<file path="src/core/tdl_pkg.sv">
`default_nettype none
package tdl_pkg;
  // ==========================================================
  // Register offsets.
  localparam logic [8:0] ADDR_RX_CODE_CONTROL = 9'h015;
  localparam logic [8:0] ADDR_RX_LINK_BYTE = 9'h062;
  localparam logic [8:0] ADDR_RX_CODE_VALUE = 9'h063;
  localparam logic [8:0] ADDR_RX_LATCHED_STATUS_SEVEN = 9'h096;
  localparam logic [8:0] ADDR_RX_INTERRUPT_MASK_SEVEN = 9'h0a6;
  localparam logic [8:0] ADDR_TX_LINK_BYTE = 9'h162;
  localparam logic [8:0] ADDR_TX_CONTROL_TWO = 9'h182;
  localparam logic [8:0] ADDR_TX_LATCHED_STATUS_TWO = 9'h191;
  localparam logic [8:0] ADDR_TX_INTERRUPT_MASK_TWO = 9'h1a1;
  // ==========================================================
  // Field positions.
  localparam int CC_FILT_LO = 0;
  localparam int CC_DIS_LO = 4;
  localparam int ST7_DETECT = 0;
  localparam int ST7_CLEAR = 1;
  localparam int ST7_FULL = 2;
  localparam int TC2_SRC = 7;
  localparam int ST2_EMPTY = 4;
  // ==========================================================
  // Reset values and code framing.
  localparam logic [7:0] REG_RESET = 8'h00;
  localparam logic [7:0] CODE_HEAD = 8'hff;
  localparam logic [2:0] LAST_BIT_ESF = 3'h7;
  localparam logic [2:0] LAST_BIT_D4 = 3'h5;
  // ==========================================================
  // Filter repetitions, and disintegration bits in sixteens, per selection code; one nibble per code value.
  localparam logic [15:0] FILT_TABLE = 16'h7531;
  localparam logic [15:0] DIS_TABLE = 16'h8421;
endpackage
`default_nettype wire

</file>
<file path="src/core/tdl_link_if.sv">
`default_nettype none
interface tdl_link_if;
  logic tx_req;
  logic tx_d4;
  logic [7:0] tx_byte;
  logic tx_bit;
  logic tx_last;
  logic rx_stb;
  logic rx_bit;
  logic rx_full;
  logic [7:0] rx_byte;
  modport tx_core (output tx_req, tx_d4, tx_byte, input tx_bit, tx_last);
  modport tx_unit (input tx_req, tx_d4, tx_byte, output tx_bit, tx_last);
  modport rx_core (output rx_stb, rx_bit, input rx_full, rx_byte);
  modport rx_unit (input rx_stb, rx_bit, output rx_full, rx_byte);
endinterface
`default_nettype wire

</file>
<file path="src/core/tdl_top.sv">
`default_nettype none
module tdl_top
  import tdl_pkg::*;
(
  input wire logic clk_sys_in,
  input wire logic rst_n_in,
  input wire logic t1_mode_in,
  input wire logic esf_mode_in,
  input wire logic [8:0] reg_addr_in,
  input wire logic reg_wr_in,
  input wire logic [7:0] reg_wdata_in,
  output logic [7:0] reg_rdata_out,
  input wire logic rx_dl_valid_in,
  input wire logic rx_dl_bit_in,
  input wire logic rx_mf_in,
  input wire logic tx_dl_req_in,
  output logic tx_dl_bit_out,
  output logic tx_dl_ins_out,
  output logic interrupt_out_n
);
  // ==========================================================
  // Register port.
  logic [7:0] rx_code_control;
  logic [7:0] rx_interrupt_mask_seven;
  logic [7:0] tx_link_byte;
  logic [7:0] tx_control_two;
  logic [7:0] tx_interrupt_mask_two;
  logic [7:0] rx_link_byte;
  logic [5:0] rx_code_value;
  logic [2:0] st7;
  logic empty_flag;

  wire logic wr_cc = reg_wr_in && reg_addr_in == ADDR_RX_CODE_CONTROL;
  wire logic wr_st7 = reg_wr_in && reg_addr_in == ADDR_RX_LATCHED_STATUS_SEVEN;
  wire logic wr_im7 = reg_wr_in && reg_addr_in == ADDR_RX_INTERRUPT_MASK_SEVEN;
  wire logic wr_tlb = reg_wr_in && reg_addr_in == ADDR_TX_LINK_BYTE;
  wire logic wr_tc2 = reg_wr_in && reg_addr_in == ADDR_TX_CONTROL_TWO;
  wire logic wr_st2 = reg_wr_in && reg_addr_in == ADDR_TX_LATCHED_STATUS_TWO;
  wire logic wr_tm2 = reg_wr_in && reg_addr_in == ADDR_TX_INTERRUPT_MASK_TWO;

  always_ff @(posedge clk_sys_in) begin
    if (!rst_n_in) begin
      rx_code_control <= REG_RESET;
      rx_interrupt_mask_seven <= REG_RESET;
      tx_link_byte <= REG_RESET;
      tx_control_two <= REG_RESET;
      tx_interrupt_mask_two <= REG_RESET;
    end else begin
      if (wr_cc) rx_code_control <= reg_wdata_in;
      if (wr_im7) rx_interrupt_mask_seven <= reg_wdata_in;
      if (wr_tlb) tx_link_byte <= reg_wdata_in;
      if (wr_tc2) tx_control_two <= reg_wdata_in;
      if (wr_tm2) tx_interrupt_mask_two <= reg_wdata_in;
    end
  end

  logic [7:0] rd_mux;
  always_comb begin
    unique case (reg_addr_in)
      ADDR_RX_CODE_CONTROL: rd_mux = rx_code_control;
      ADDR_RX_LINK_BYTE: rd_mux = rx_link_byte;
      ADDR_RX_CODE_VALUE: rd_mux = {2'h0, rx_code_value};
      ADDR_RX_LATCHED_STATUS_SEVEN: rd_mux = {5'h00, st7};
      ADDR_RX_INTERRUPT_MASK_SEVEN: rd_mux = rx_interrupt_mask_seven;
      ADDR_TX_LINK_BYTE: rd_mux = tx_link_byte;
      ADDR_TX_CONTROL_TWO: rd_mux = tx_control_two;
      ADDR_TX_LATCHED_STATUS_TWO: rd_mux = {3'h0, empty_flag, 4'h0};
      ADDR_TX_INTERRUPT_MASK_TWO: rd_mux = tx_interrupt_mask_two;
      default: rd_mux = REG_RESET;
    endcase
  end

  always_ff @(posedge clk_sys_in) begin
    if (!rst_n_in) reg_rdata_out <= REG_RESET;
    else reg_rdata_out <= rd_mux;
  end

  // ==========================================================
  // Receive bit-oriented code detector.
  wire logic esf_on = t1_mode_in && esf_mode_in;
  wire logic d4_on = t1_mode_in && !esf_mode_in;
  logic [15:0] boc_sh;
  logic boc_chk;
  logic [5:0] cand;
  logic [3:0] reps;
  logic [7:0] gap;
  logic active;

  // Oldest bit sits at bit 0: eight ones, a zero, six code bits, a zero.
  wire logic boc_match = boc_sh[7:0] == CODE_HEAD && !boc_sh[8] && !boc_sh[15];
  wire logic [5:0] boc_code = boc_sh[14:9];
  wire logic [1:0] filt_sel = rx_code_control[CC_FILT_LO +: 2];
  wire logic [1:0] dis_sel = rx_code_control[CC_DIS_LO +: 2];
  wire logic [3:0] filt_reps = FILT_TABLE[{filt_sel, 2'h0} +: 4];
  wire logic [7:0] dis_bits = {DIS_TABLE[{dis_sel, 2'h0} +: 4], 4'h0};
  wire logic same_code = boc_code == cand;
  wire logic [3:0] next_reps = same_code ? ((reps == 4'hf) ? reps : reps + 4'h1) : 4'h1;
  // Only the step onto the threshold fires, so a lasting code sets the flag once.
  // A different code restarts its count, so a one-repetition filter reports it at once.
  wire logic detect_evt = boc_chk && boc_match && next_reps == filt_reps
                          && (reps != filt_reps || !same_code);
  wire logic [7:0] next_gap = (gap == 8'hff) ? gap : gap + 8'h01;
  wire logic clear_evt = boc_chk && !boc_match && active && next_gap == dis_bits;

  always_ff @(posedge clk_sys_in) begin
    if (!rst_n_in) begin
      boc_sh <= 16'h0000;
      boc_chk <= 1'b0;
    end else begin
      boc_chk <= rx_dl_valid_in && esf_on;
      if (rx_dl_valid_in && esf_on) boc_sh <= {rx_dl_bit_in, boc_sh[15:1]};
    end
  end

  always_ff @(posedge clk_sys_in) begin
    if (!rst_n_in) begin
      cand <= 6'h00;
      reps <= 4'h0;
      gap <= 8'h00;
      active <= 1'b0;
      rx_code_value <= 6'h00;
    end else if (boc_chk) begin
      if (boc_match) begin
        gap <= 8'h00;
        cand <= boc_code;
        // A code that fell away must qualify again before it is reported.
        reps <= next_reps;
        if (detect_evt) begin
          active <= 1'b1;
          rx_code_value <= boc_code;
        end
      end else begin
        gap <= next_gap;
        if (clear_evt) begin
          active <= 1'b0;
          reps <= 4'h0;
        end
      end
    end
  end

  // ==========================================================
  // Legacy receive data link byte.
  tdl_link_if lk ();
  logic [7:0] pend;
  logic pend_v;

  assign lk.rx_stb = rx_dl_valid_in && t1_mode_in;
  assign lk.rx_bit = rx_dl_bit_in;

  tdl_rx_col u_rx_col (
    .clk_sys_in(clk_sys_in),
    .rst_n_in(rst_n_in),
    .lk(lk)
  );

  // In D4 a filled byte waits for the multiframe edge before it is shown.
  wire logic commit_d4 = d4_on && rx_mf_in && pend_v;
  wire logic commit_esf = esf_on && lk.rx_full;
  wire logic full_evt = commit_d4 || commit_esf;

  always_ff @(posedge clk_sys_in) begin
    if (!rst_n_in) begin
      rx_link_byte <= REG_RESET;
      pend <= REG_RESET;
      pend_v <= 1'b0;
    end else begin
      if (lk.rx_full && d4_on) begin
        pend <= lk.rx_byte;
        pend_v <= 1'b1;
      end else if (commit_d4) begin
        pend_v <= 1'b0;
      end
      // An unread byte is simply overwritten by the next one.
      if (commit_esf) rx_link_byte <= lk.rx_byte;
      else if (commit_d4) rx_link_byte <= pend;
    end
  end

  // ==========================================================
  // Legacy transmit data link byte.
  // The D4 source sense is inverted so a cleared bit picks the register.
  wire logic src_reg = t1_mode_in && (esf_mode_in ? tx_control_two[TC2_SRC]
                                                  : !tx_control_two[TC2_SRC]);

  assign lk.tx_req = tx_dl_req_in && src_reg;
  assign lk.tx_d4 = !esf_mode_in;
  assign lk.tx_byte = esf_mode_in ? tx_link_byte : {2'h0, tx_link_byte[5:0]};

  tdl_tx_ser u_tx_ser (
    .clk_sys_in(clk_sys_in),
    .rst_n_in(rst_n_in),
    .lk(lk)
  );

  // Bits go out raw; no zero insertion is done on this path.
  assign tx_dl_bit_out = lk.tx_bit;

  always_ff @(posedge clk_sys_in) begin
    if (!rst_n_in) tx_dl_ins_out <= 1'b0;
    else tx_dl_ins_out <= src_reg;
  end

  // ==========================================================
  // Latched flags and interrupt. A set in the clear cycle wins.
  wire logic [2:0] set7 = {full_evt, clear_evt, detect_evt};
  wire logic [2:0] clr7 = wr_st7 ? reg_wdata_in[2:0] : 3'h0;
  wire logic [2:0] next_st7 = set7 | (st7 & ~clr7);
  wire logic clr2 = wr_st2 && reg_wdata_in[ST2_EMPTY];
  wire logic next_empty = lk.tx_last || (empty_flag && !clr2);
  // Masks are taken at their next value, so a mask write moves the pin with the flags.
  wire logic [2:0] next_im7 = wr_im7 ? reg_wdata_in[2:0] : rx_interrupt_mask_seven[2:0];
  wire logic next_tm2 = wr_tm2 ? reg_wdata_in[ST2_EMPTY] : tx_interrupt_mask_two[ST2_EMPTY];
  wire logic irq_any = |(next_st7 & next_im7)
                       || (next_empty && next_tm2);

  always_ff @(posedge clk_sys_in) begin
    if (!rst_n_in) begin
      st7 <= 3'h0;
      empty_flag <= 1'b0;
      interrupt_out_n <= 1'b1;
    end else begin
      st7 <= next_st7;
      empty_flag <= next_empty;
      interrupt_out_n <= !irq_any;
    end
  end
endmodule
`default_nettype wire

</file>
<file path="src/core/tdl_tx_ser.sv">
`default_nettype none
module tdl_tx_ser
  import tdl_pkg::*;
(
  input wire logic clk_sys_in,
  input wire logic rst_n_in,
  tdl_link_if.tx_unit lk
);
  logic [7:0] sh;
  logic [2:0] idx;
  wire logic [2:0] last_idx = lk.tx_d4 ? LAST_BIT_D4 : LAST_BIT_ESF;
  // The byte is sampled at its first bit, so a late write resends the old one.
  wire logic [7:0] cur = (idx == 3'h0) ? lk.tx_byte : sh;
  wire logic at_last = (idx == last_idx);

  always_ff @(posedge clk_sys_in) begin
    if (!rst_n_in) begin
      sh <= REG_RESET;
      idx <= 3'h0;
      lk.tx_bit <= 1'b0;
      lk.tx_last <= 1'b0;
    end else begin
      lk.tx_last <= lk.tx_req && at_last;
      if (lk.tx_req) begin
        lk.tx_bit <= cur[0];
        sh <= {1'b0, cur[7:1]};
        idx <= at_last ? 3'h0 : idx + 3'h1;
      end
    end
  end
endmodule
`default_nettype wire

</file>
<file path="src/core/tdl_rx_col.sv">
`default_nettype none
module tdl_rx_col
  import tdl_pkg::*;
(
  input wire logic clk_sys_in,
  input wire logic rst_n_in,
  tdl_link_if.rx_unit lk
);
  logic [7:0] sh;
  logic [2:0] cnt;
  // The first bit travels down to bit 0 after eight shifts.
  wire logic [7:0] next_sh = {lk.rx_bit, sh[7:1]};

  always_ff @(posedge clk_sys_in) begin
    if (!rst_n_in) begin
      sh <= REG_RESET;
      cnt <= 3'h0;
      lk.rx_full <= 1'b0;
      lk.rx_byte <= REG_RESET;
    end else begin
      lk.rx_full <= lk.rx_stb && cnt == 3'h7;
      if (lk.rx_stb) begin
        sh <= next_sh;
        cnt <= cnt + 3'h1;
        if (cnt == 3'h7) begin
          lk.rx_byte <= next_sh;
        end
      end
    end
  end
endmodule
`default_nettype wire

</file>
<file path="config.mk">
export PLATFORM = sky130hd
export DESIGN_NAME = tdl_top
export DESIGN_NICKNAME = d
export VERILOG_FILES = /design/src/core/tdl_pkg.sv /design/src/core/tdl_link_if.sv /design/src/core/tdl_top.sv /design/src/core/tdl_tx_ser.sv /design/src/core/tdl_rx_col.sv
export SDC_FILE = /design/constraint.sdc
export NUM_CORES = 1
export LEC_CHECK = 0
export CAP_MARGIN = 20
export CORE_MARGIN = 8
export CORE_UTILIZATION = 40
export CTS_CLUSTER_DIAMETER = 30
export DETAILED_ROUTE_END_ITERATION = 16
export DONT_BUFFER_PORTS = 1
export GPL_TIMING_DRIVEN = 0
export SYNTH_ARGS = -nofsm -noshare
export SYNTH_HDL_FRONTEND = slang
export SYNTH_SLANG_ARGS = --single-unit
export TNS_END_PERCENT = 10
</file>
<file path="constraint.sdc">
create_clock -name clk_sys_in -period 2.93 [get_ports clk_sys_in]
set_input_delay 0.586 -clock clk_sys_in [delete_from_list [all_inputs] [get_ports clk_sys_in]]
set_output_delay 0.586 -clock clk_sys_in [all_outputs]
set_load 0.01 [all_outputs]
</file>
==> impl_metrics.csv, run 1 <==
group,metric,value,unit
status,status,"finished clean",
sta,timing.slew.headroom,29.5,%
flow_run,max_cap_viol_count,0,
grt,antenna_found_initial,0,
yosys,synth_cell_types,64,
floorplan,io_pins,37,
routing,drc,0,
yosys,synth_area,6380,um^2
yosys,ys_seq_elements,144,
yosys,dominantRegCellSynth,"dfxtp_1",
place,gp_routability_congestion,0.834,
min_path,hold_class,"primary input to register",
clocking,ctsLongestPathBuffers,2,
cells_and_area,drive_gt1_share,6.83,%
yosys,yosysWarningCount,0,
sta,rsz0062_at_grt,"no",
grt,grt_max_degree,17,
yosys,syn_nets,805,
floorplan,core,15800,um^2
power_and_ir_drop,ir_drop,0.400,mV
cells_and_area,final_cell_mix,"144 x dfxtp_1, 142 x nand2_1, 99 x a21oi_1",
worst_setup_path,critPathKind,"register to register",
sta,max_slew.worst_pin.slew,1.05,ns
routing,wl_per_cell,17.0,um
floorplan,initial_core_util,40.5,%
floorplan,die_height,142,um
cells_and_area,synthToLayoutAreaGrowth,13.3,%
cells_and_area,fin_nets,824,
sta,fin_crit,2.72,ns
min_path,min_delay_path_depth,1,
place,preCtsSetupSlack,0.0419,ns
clocking,holdBufCountCts,0,
sta,drv_slew,0,
clocking,cts_tree,"built",
grt,first_global_vias,5176,
clocking,clock-sinks,144,
yosys,async_flop_share,0,%
clocking,ctsRootBufferMaster,"clkbuf_16",
yosys,synth_cells,773,
clocking,cts-htree-levels,4,
routing,ant_nets,0,
cells_and_area,antennaDiodeCount,0,
routing,vias_per_cell,5.48,
yosys,ys_seq_area_share,45.2,%
clocking,clk_latency,0.42,ns
routing,wl,17400,um
floorplan,placementRows,46,
yosys,synth-edff-count,0,
worst_setup_path,worstPathRequired,3.24,ns
sta,fin_skew,0.00626,ns
place,port-buffer-count,0,
worst_setup_path,cp-start-kind,"register",
grt,grt.overflow.total,0,
yosys,syn_avg_cell_area,8.26,um^2
cells_and_area,finalCoreUtilization,45.9,%
worst_setup_path,cp-end-kind,"register",
worst_setup_path,cp_max_fo,9,
worst_setup_path,r2r_cells,8,
sta,clock.fmax,0.367,GHz
sta,finalHoldViolCount,0,
sta,finalSetupViolCount,0,
routing,first_iter_violations,486,
clocking,path_clk_slew,0.06,ns
routing,dr.pass1.iters,5,
place,dp_hpwl,12400,um
grt,grt_pass1_wl,28100,um
cells_and_area,final_common_cell,"dfxtp_1",
sta,tns,0,ns
power_and_ir_drop,powerDensity,581,nW/um^2
worst_setup_path,arrival,3.03,ns
sta,fin_ws,0.206,ns
floorplan,die-area,20300,um^2
grt,grt_usage,17.8,%
floorplan,die_width,142,um
power_and_ir_drop,leakagePower,2.45,nW
sta,min_period_over_period,93.0,%
clocking,cts_inserted_buffers,17,
routing,via_count,5599,
## worst max-delay path, stage by stage (launching register included)
cell      delay [ns]
dfxtp_1         0.47
ha_1            0.19
clkbuf_1        0.29
nand3_1         0.22
nor2_2          0.25
mux2_2          0.37
nor4_2          0.29
a41oi_2         0.22
o221a_1         0.30
## timing repair
| item | 4_1_cts | 5_1_grt |
|---|---|---|
| gates resized for setup | 0 | 2 |
| setup endpoints to repair | 0 | 7 |
| setup buffers | 0 | 0 |
## kinds of logic (layout without fill, tap and decap cells)
logic type               Yosys count  after routing  synth area share [%]
XOR/XNOR                          14             14                  1.92
AND/OR/NAND/NOR                  326            326                  24.0
AO/OA/AOI/OAI                    187            187                  18.3
flip-flops                       144            144                  45.2
adder cells (fa/ha/maj)            6              6                  1.18
buffers and inverters             58             90                  3.53
multiplexers                      38             38                  5.98
## stage by stage
stage	instances	instance area (um^2)	hold WS, ns	total power [mW]
finish	1021	7230	0.276	4.20
global route	1021	7230	0.269	4.34
CTS	1021	7220	0.258	4.24
detailed placement	989	6650	0.446	2.16
global placement	989	6650	0.442	2.16
floorplan	773	6380	0.432	2.12
## final cells by class
| type | instances | area (um^2) |
|---|---|---|
| Fill cell | 1603 | 8540 |
| Buffer | 48 | 188 |
| Inverter | 10 | 37.5 |
| Sequential cell | 144 | 2880 |
| Tap cell | 216 | 270 |
| Clock inverter | 13 | 128 |
| Multi-Input combinational cell | 571 | 3280 |
| Clock buffer | 19 | 443 |
## sequential cells by signal, summed over array words and instances (netlist names), 8 cells and up
| signal | count |
|---|---|
| rx_link_byte | 8 |
| boc_sh | 16 |
| reg_rdata_out | 8 |
| rx_code_control | 8 |
| rx_interrupt_mask_seven | 8 |
| tx_control_two | 8 |
| gap | 8 |
| tx_interrupt_mask_two | 8 |
| pend | 8 |
| tx_link_byte | 8 |
| u_rx_col.lk.rx_byte | 8 |
## cell usage after synthesis (7+ instances only)
master / number / area, um^2
inv_1: 10 / 37.5
a21oi_1: 99 / 495
nand2_1: 142 / 533
nor3_1: 7 / 35.0
and3_1: 8 / 50.1
clkbuf_1: 39 / 146
o21ai_0: 12 / 60.1
dfxtp_1: 144 / 2880
a31oi_1: 7 / 43.8
a221oi_1: 9 / 78.8
nand4_1: 13 / 81.3
xnor2_1: 10 / 87.6
a22oi_1: 12 / 90.1
nor2_1: 64 / 240
nand2b_1: 7 / 43.8
nand3_1: 51 / 255
a211oi_1: 18 / 135
mux2i_1: 37 / 370
## worst paths after layout
kind / start / endpoint / slack [ns]
max: gap[1] / interrupt_out_n / 0.21
min reg2reg: pend[2] / pend[2] / 0.45
max reg2reg: gap[1] / interrupt_out_n / 0.21
min: reg_wdata_in[2] / st7[2] / 0.28
## layer usage
layer  vias to the layer above  GRT usage, %  part of all wire (%)  routed length, um
li1                       2792             -                     -                  -
met1                      2624          23.2                    47               8180
met2                       163          27.1                    44               7680
met3                        20          5.70                   7.4               1280
met4                         0          5.70                   1.4                252
met5                         -             0                     0                  0
## report_power, final
group | internal [mW] | switching, mW | total [mW] | leakage (nW)
logic | 0.0384 | 0.0980 | 0.136 | 1.03
clock network | 1.20 | 0.884 | 2.09 | 0.260
registers | 1.97 | 0.00824 | 1.98 | 1.16
Power figures use the tool's default switching activity.
==> run 2: changes to the inputs <==
--- a/config.mk
+++ b/config.mk
@@ -13,4 +13,5 @@
 export DONT_BUFFER_PORTS = 1
 export GPL_TIMING_DRIVEN = 0
+export RECOVER_POWER = 50
 export SYNTH_ARGS = -nofsm -noshare
 export SYNTH_HDL_FRONTEND = slang
==> constraint.sdc (replaced) <==
create_clock -name clk_sys_in -period 2.93 [get_ports clk_sys_in]
set_input_delay 0.1465 -clock clk_sys_in [delete_from_list [all_inputs] [get_ports clk_sys_in]]
set_output_delay 0.1465 -clock clk_sys_in [all_outputs]
set_load 0.01 [all_outputs]
==> run 2 against run 1 <==
  * Combinational power increased by 18%
  * Clock power barely moved
  * Sequential cell count unchanged
  * Maximum frequency decreased by 0.61%
  * Count of clock-buffer cells in the layout is the same
==> impl_metrics.csv, run 2 (synthesis gave the netlist of run 1 again) <==
group,metric,value,unit
status,status,"finished clean",
clocking,cts_tree,"built",
worst_setup_path,arrival,3.05,ns
worst_setup_path,worstSetupStartpoint,"gap[1]",
cells_and_area,antennaDiodeCount,0,
routing,dr.pass1.iters,5,
cells_and_area,largest_reg_flops,16,
cells_and_area,final_cell_mix,"144 x dfxtp_1, 142 x nand2_1, 99 x a21oi_1",
routing,wl,17700,um
floorplan,placementRows,46,
routing,wl_per_cell,17.1,um
worst_setup_path,crit_slowest_cell,"dfxtp_1",
grt,grt.overflow.total,0,
clocking,path_clk_slew,0.07,ns
sta,rsz0062_at_grt,"no",
clocking,cts_setup_buffers,0,
sta,tns,0,ns
sta,fin_skew,0.00757,ns
worst_setup_path,max_stage_delay,0.47,ns
worst_setup_path,critical_path.top_delay_family,"simple AND/OR/NAND/NOR gates",
sta,holdWs,0.0238,ns
worst_setup_path,cp_max_fo,9,
min_path,worstHoldStart,"reg_wdata_in[0]",
cells_and_area,final_common_cell,"dfxtp_1",
clocking,cts_inserted_buffers,17,
sta,max_slew.worst_pin.slew,1.06,ns
floorplan,initial_core_util,40.5,%
sta,fin_crit,2.74,ns
power_and_ir_drop,powerDensity,577,nW/um^2
power_and_ir_drop,leakagePower,2.48,nW
routing,vias_per_cell,5.50,
sta,finalHoldViolCount,0,
place,gp_routability_congestion,0.834,
worst_setup_path,critPathBufInv,1,
cells_and_area,synthToLayoutAreaGrowth,14.8,%
clocking,ctsLongestPathBuffers,2,
clocking,cts-htree-levels,4,
clocking,clk_latency,0.42,ns
cells_and_area,drive_gt1_share,6.50,%
worst_setup_path,cp-start-kind,"register",
cells_and_area,finalCoreUtilization,46.5,%
routing,via_count,5670,
grt,grt_usage,18.0,%
sta,min_period_over_period,93.5,%
routing,first_iter_violations,473,
worst_setup_path,cp-end-kind,"register",
cells_and_area,fin_nets,834,
grt,grt_pass1_wl,28500,um
cells_and_area,top_register,"boc_sh",
grt,first_global_vias,5237,
place,port-buffer-count,0,
floorplan,die_width,142,um
sta,drv_slew,0,
sta,clock.fmax,0.365,GHz
worst_setup_path,worstPathRequired,3.24,ns
grt,antenna_found_initial,0,
routing,drc,0,
sta,finalSetupViolCount,0,
floorplan,io_pins,37,
floorplan,core,15800,um^2
clocking,ctsRootBufferMaster,"clkbuf_16",
flow_run,max_cap_viol_count,0,
floorplan,die_height,142,um
routing,ant_nets,0,
power_and_ir_drop,fin_total_pwr,4.23,mW
worst_setup_path,cp_cell_sequence,"ha_1 > clkbuf_1 > nand3_1 > nor2_2 > mux2_2 > nor4_2 > a41oi_2 > o221a_1",
worst_setup_path,r2r-start,"gap[1]",
worst_setup_path,critPathKind,"register to register",
power_and_ir_drop,ir_drop,0.402,mV
cells_and_area,fillers,1586,
place,dp_hpwl,12400,um
min_path,hold_class,"primary input to register",
clocking,clock-sinks,144,
sta,timing.slew.headroom,28.3,%
floorplan,die-area,20300,um^2
grt,grt_max_degree,17,
run 2: changes by cell type in the layout (fill, tap and decap cells not counted):
cell and delta:
dlygate4sd3_1 +10, nor3b_1 +1, clkbuf_1 +2, nor3b_2 -1
buf_1 -1, buf_2 -1
run 2: stage by stage:
| step | instances | setup WS, ns | area (um^2) |
|---|---|---|---|
| CTS | 1031 | 0.00403 | 7320 |
| global route | 1031 | 0.00510 | 7330 |
| global placement | 989 | -0.00592 | 6650 |
| floorplan | 773 | 0.532 | 6380 |
| detailed placement | 989 | 0.0419 | 6650 |
| finish | 1031 | 0.189 | 7330 |
run 2: final timing paths:
check,end,cells after the start,slack [ns]
min,rx_interrupt_mask_seven[0],3,0.02
min reg2reg,pend[2],2,0.45
max reg2reg,interrupt_out_n,8,0.19
max,interrupt_out_n,8,0.19
run 2: metal layers:
layer | vias to the layer above | part of all wire, % | track usage [%]
met3 | 17 | 6.8 | 5.27
li1 | 2815 | - | -
met1 | 2666 | 47 | 23.8
met2 | 172 | 45 | 27.6
met5 | - | 0 | 0
met4 | 0 | 1.6 | 5.87
run 2: power by group:
part / switching (mW) / internal (mW)
Sequential: 0.00829 / 1.97
Combinational: 0.114 / 0.0473
Clock: 0.887 / 1.20
run 2: repair_timing:
action,in CTS,in global routing
hold buffers,10,0
resized for setup,0,2
endpoints found under the hold margin,45,0
endpoints found under the setup margin,0,7
run 2: worst register-to-register path: stages, from the launching register on:
cell and delay, ns:
dfxtp_1 0.47, ha_1 0.20, clkbuf_1 0.29, nand3_1 0.22, nor2_2 0.25, mux2_2 0.37
nor4_2 0.29, a41oi_2 0.23, o221a_1 0.31
run 2: final cells by class:
| cell class | count | area (um^2) | share of cell area, % |
|---|---|---|---|
| multi-input cells | 571 | 3280 | 44.8 |
| flip-flops and latches | 144 | 2880 | 39.3 |
| clock buffers | 19 | 443 | 6.05 |
| well taps | 216 | 270 | 3.69 |
| plain buffers | 48 | 186 | 2.54 |
| clock inverters | 13 | 128 | 1.74 |
| repair buffers | 10 | 100 | 1.37 |
| inverters | 10 | 37.5 | 0.512 |
==> run 3: changes to the inputs <==
CORE_ASPECT_RATIO = 0.5   (was not set)
CTS_CLUSTER_SIZE = 24   (was not set)
SLEW_MARGIN = 0   (was not set)
==> run 3 against run 2 <==
  * Final cell count shrank 1.3%
  * Setup slack gained 0.080 ns
  * Sequential cell count is the same
  * Utilization grew 0.65 points
  * Final area shrank 0.38%
  * Register-to-register slack gained 0.08 ns
  * Non-clock buffer count shrank 1
  * Clock skew grew 0.0044 ns
  * Largest cell class unchanged
  * Largest power group unchanged
  * Highest routed layer unchanged
==> impl_metrics.csv, run 3 (synthesis gave the netlist of run 1 again) <==
group,metric,value,unit
worst_setup_path,worstPathRequired,3.22,ns
worst_setup_path,rr_endpoint,"interrupt_out_n",
cells_and_area,drive_gt1_share,6.63,%
cells_and_area,antennaDiodeCount,0,
grt,grt_pass1_wl,28500,um
sta,drv_slew,0,
worst_setup_path,r2r-start,"gap[1]",
floorplan,placementRows,32,
routing,via_count,5691,
power_and_ir_drop,powerDensity,574,nW/um^2
clocking,ctsLongestPathBuffers,2,
cells_and_area,synthToLayoutAreaGrowth,14.3,%
worst_setup_path,max_stage_delay,0.48,ns
routing,vias_per_cell,5.59,
worst_setup_path,worstSetupStartpoint,"gap[1]",
floorplan,io_pins,37,
cells_and_area,finalCoreUtilization,47.1,%
grt,first_global_vias,5311,
worst_setup_path,r2r_cells,7,
worst_setup_path,ff2ff_setup_slack,0.27,ns
routing,drc,0,
sta,max_slew.worst_pin.slew,0.957,ns
flow_run,max_cap_viol_count,0,
worst_setup_path,cp_max_fo,9,
sta,tns,0,ns
floorplan,die-area,20500,um^2
sta,rsz0062_at_grt,"no",
grt,antenna_found_initial,0,
clocking,cts_setup_buffers,0,
clocking,ctsRootBufferMaster,"clkbuf_16",
clocking,clock-sinks,144,
floorplan,die_width,195,um
min_path,min_delay_path_depth,3,
worst_setup_path,arrival,2.96,ns
sta,finalHoldViolCount,0,
routing,wl,17700,um
clocking,clk_latency,0.42,ns
routing,first_iter_violations,620,
sta,fin_crit,2.66,ns
cells_and_area,final_cell_mix,"144 x dfxtp_1, 142 x nand2_1, 99 x a21oi_1",
cells_and_area,largest_reg_flops,16,
place,port-buffer-count,0,
floorplan,die_height,105,um
clocking,cts-htree-levels,4,
power_and_ir_drop,leakagePower,2.49,nW
clocking,cts_tree,"built",
grt,grt_usage,17.2,%
min_path,worstHoldStart,"reg_wdata_in[0]",
grt,grt.overflow.total,0,
cells_and_area,final_common_cell,"dfxtp_1",
min_path,whs_endpoint,"rx_interrupt_mask_seven[0]",
clocking,path_clk_slew,0.07,ns
worst_setup_path,crit_slowest_cell,"dfxtp_1",
grt,grt_max_degree,17,
cells_and_area,top_register,"boc_sh",
sta,min_period_over_period,90.8,%
worst_setup_path,cp_cell_sequence,"ha_1 > nand3_1 > nor2_1 > mux2_2 > nor4_2 > a41oi_2 > o221a_1",
routing,dr.pass1.iters,5,
sta,fin_skew,0.0120,ns
sta,timing.slew.headroom,36.1,%
floorplan,core,15500,um^2
floorplan,initial_core_util,41.2,%
status,status,"finished clean",
worst_setup_path,cp-start-kind,"register",
cells_and_area,fin_nets,833,
power_and_ir_drop,ir_drop,0.360,mV
min_path,hold_class,"primary input to register",
routing,wl_per_cell,17.3,um
worst_setup_path,critPathKind,"register to register",
sta,finalSetupViolCount,0,
cells_and_area,fillers,1519,
worst_setup_path,cp-end-kind,"register",
routing,ant_nets,0,
place,dp_hpwl,12500,um
clocking,cts_inserted_buffers,17,
sta,clock.fmax,0.376,GHz
place,gp_routability_congestion,0.857,
run 3: cell types whose count changed in the layout (fill, tap and decap cells not counted):
| cell | change |
|---|---|
| nor3b_1 | -1 |
| clkinvlp_4 | -2 |
| bufinv_16 | -1 |
| nor3b_2 | +1 |
| nor2_1 | +1 |
| clkinv_4 | +2 |
| buf_1 | -1 |
| inv_8 | +1 |
| inv_6 | +1 |
| clkbuf_1 | -1 |
| nor2_2 | -1 |
run 3: timing repair:
item | in CTS | in global routing
hold endpoints to repair | 45 | 0
endpoints found under the setup margin | 0 | 6
gates resized for setup | 0 | 1
hold buffers | 10 | 0
run 3: routing by layer:
layer / GRT usage (%) / vias up / routed length [um] / share of wire (%)
met4: 5.96 / 0 / 289 / 1.6
met2: 27.9 / 142 / 8070 / 46
met3: 3.40 / 27 / 813 / 4.6
met1: 22.6 / 2715 / 8490 / 48
li1: - / 2807 / - / -
met5: 0 / - / 0 / 0
run 3: final cells by class:
type / count / area [um^2] / area share [%]
Clock inverter: 14 / 120 / 1.65
Multi-Input combinational cell: 571 / 3280 / 45.0
Inverter: 10 / 37.5 / 0.514
Clock buffer: 18 / 439 / 6.02
Timing Repair Buffer: 10 / 100 / 1.37
Tap cell: 204 / 255 / 3.50
Buffer: 47 / 183 / 2.50
Sequential cell: 144 / 2880 / 39.5
run 3: worst max-delay path, delay by kind of cell (launching register included):
kind	cells	cell delay, ns
adders and majority gates	1	0.39
DFF	1	0.48
AOI/OAI and AO/OA	2	0.49
muxes	1	0.38
and+or+nand+nor	3	0.80
run 3: how the worst max path moves through the flow:
stage,slack [ns],cells after the start,end
detailed placement,0.02,8,interrupt_out_n
CTS,0.0002,8,interrupt_out_n
floorplan,0.53,8,interrupt_out_n
global route,0.05,7,interrupt_out_n
finish,0.27,7,interrupt_out_n
global placement,0.02,8,interrupt_out_n
run 3: metrics by stage:
stage / hold slack, ns / instances / cell area (um^2) / setup WS [ns] / power (mW)
2_1_floorplan: 0.259 / 773 / 6380 / 0.532 / 2.12
3_3_place_gp: 0.263 / 977 / 6640 / 0.0155 / 2.16
3_5_place_dp: 0.276 / 977 / 6640 / 0.0223 / 2.16
4_1_cts: 0.00497 / 1019 / 7300 / 0.000170 / 4.22
5_1_grt: 0.0409 / 1018 / 7300 / 0.0466 / 4.34
6_report: 0.0211 / 1018 / 7300 / 0.269 / 4.19
run 3: power by group:
part / total, mW / internal (mW) / switching (mW)
combinational: 0.163 / 0.0475 / 0.116
clock: 2.05 / 1.13 / 0.922
sequential: 1.98 / 1.97 / 0.00843
total: 4.19 / 3.15 / 1.05
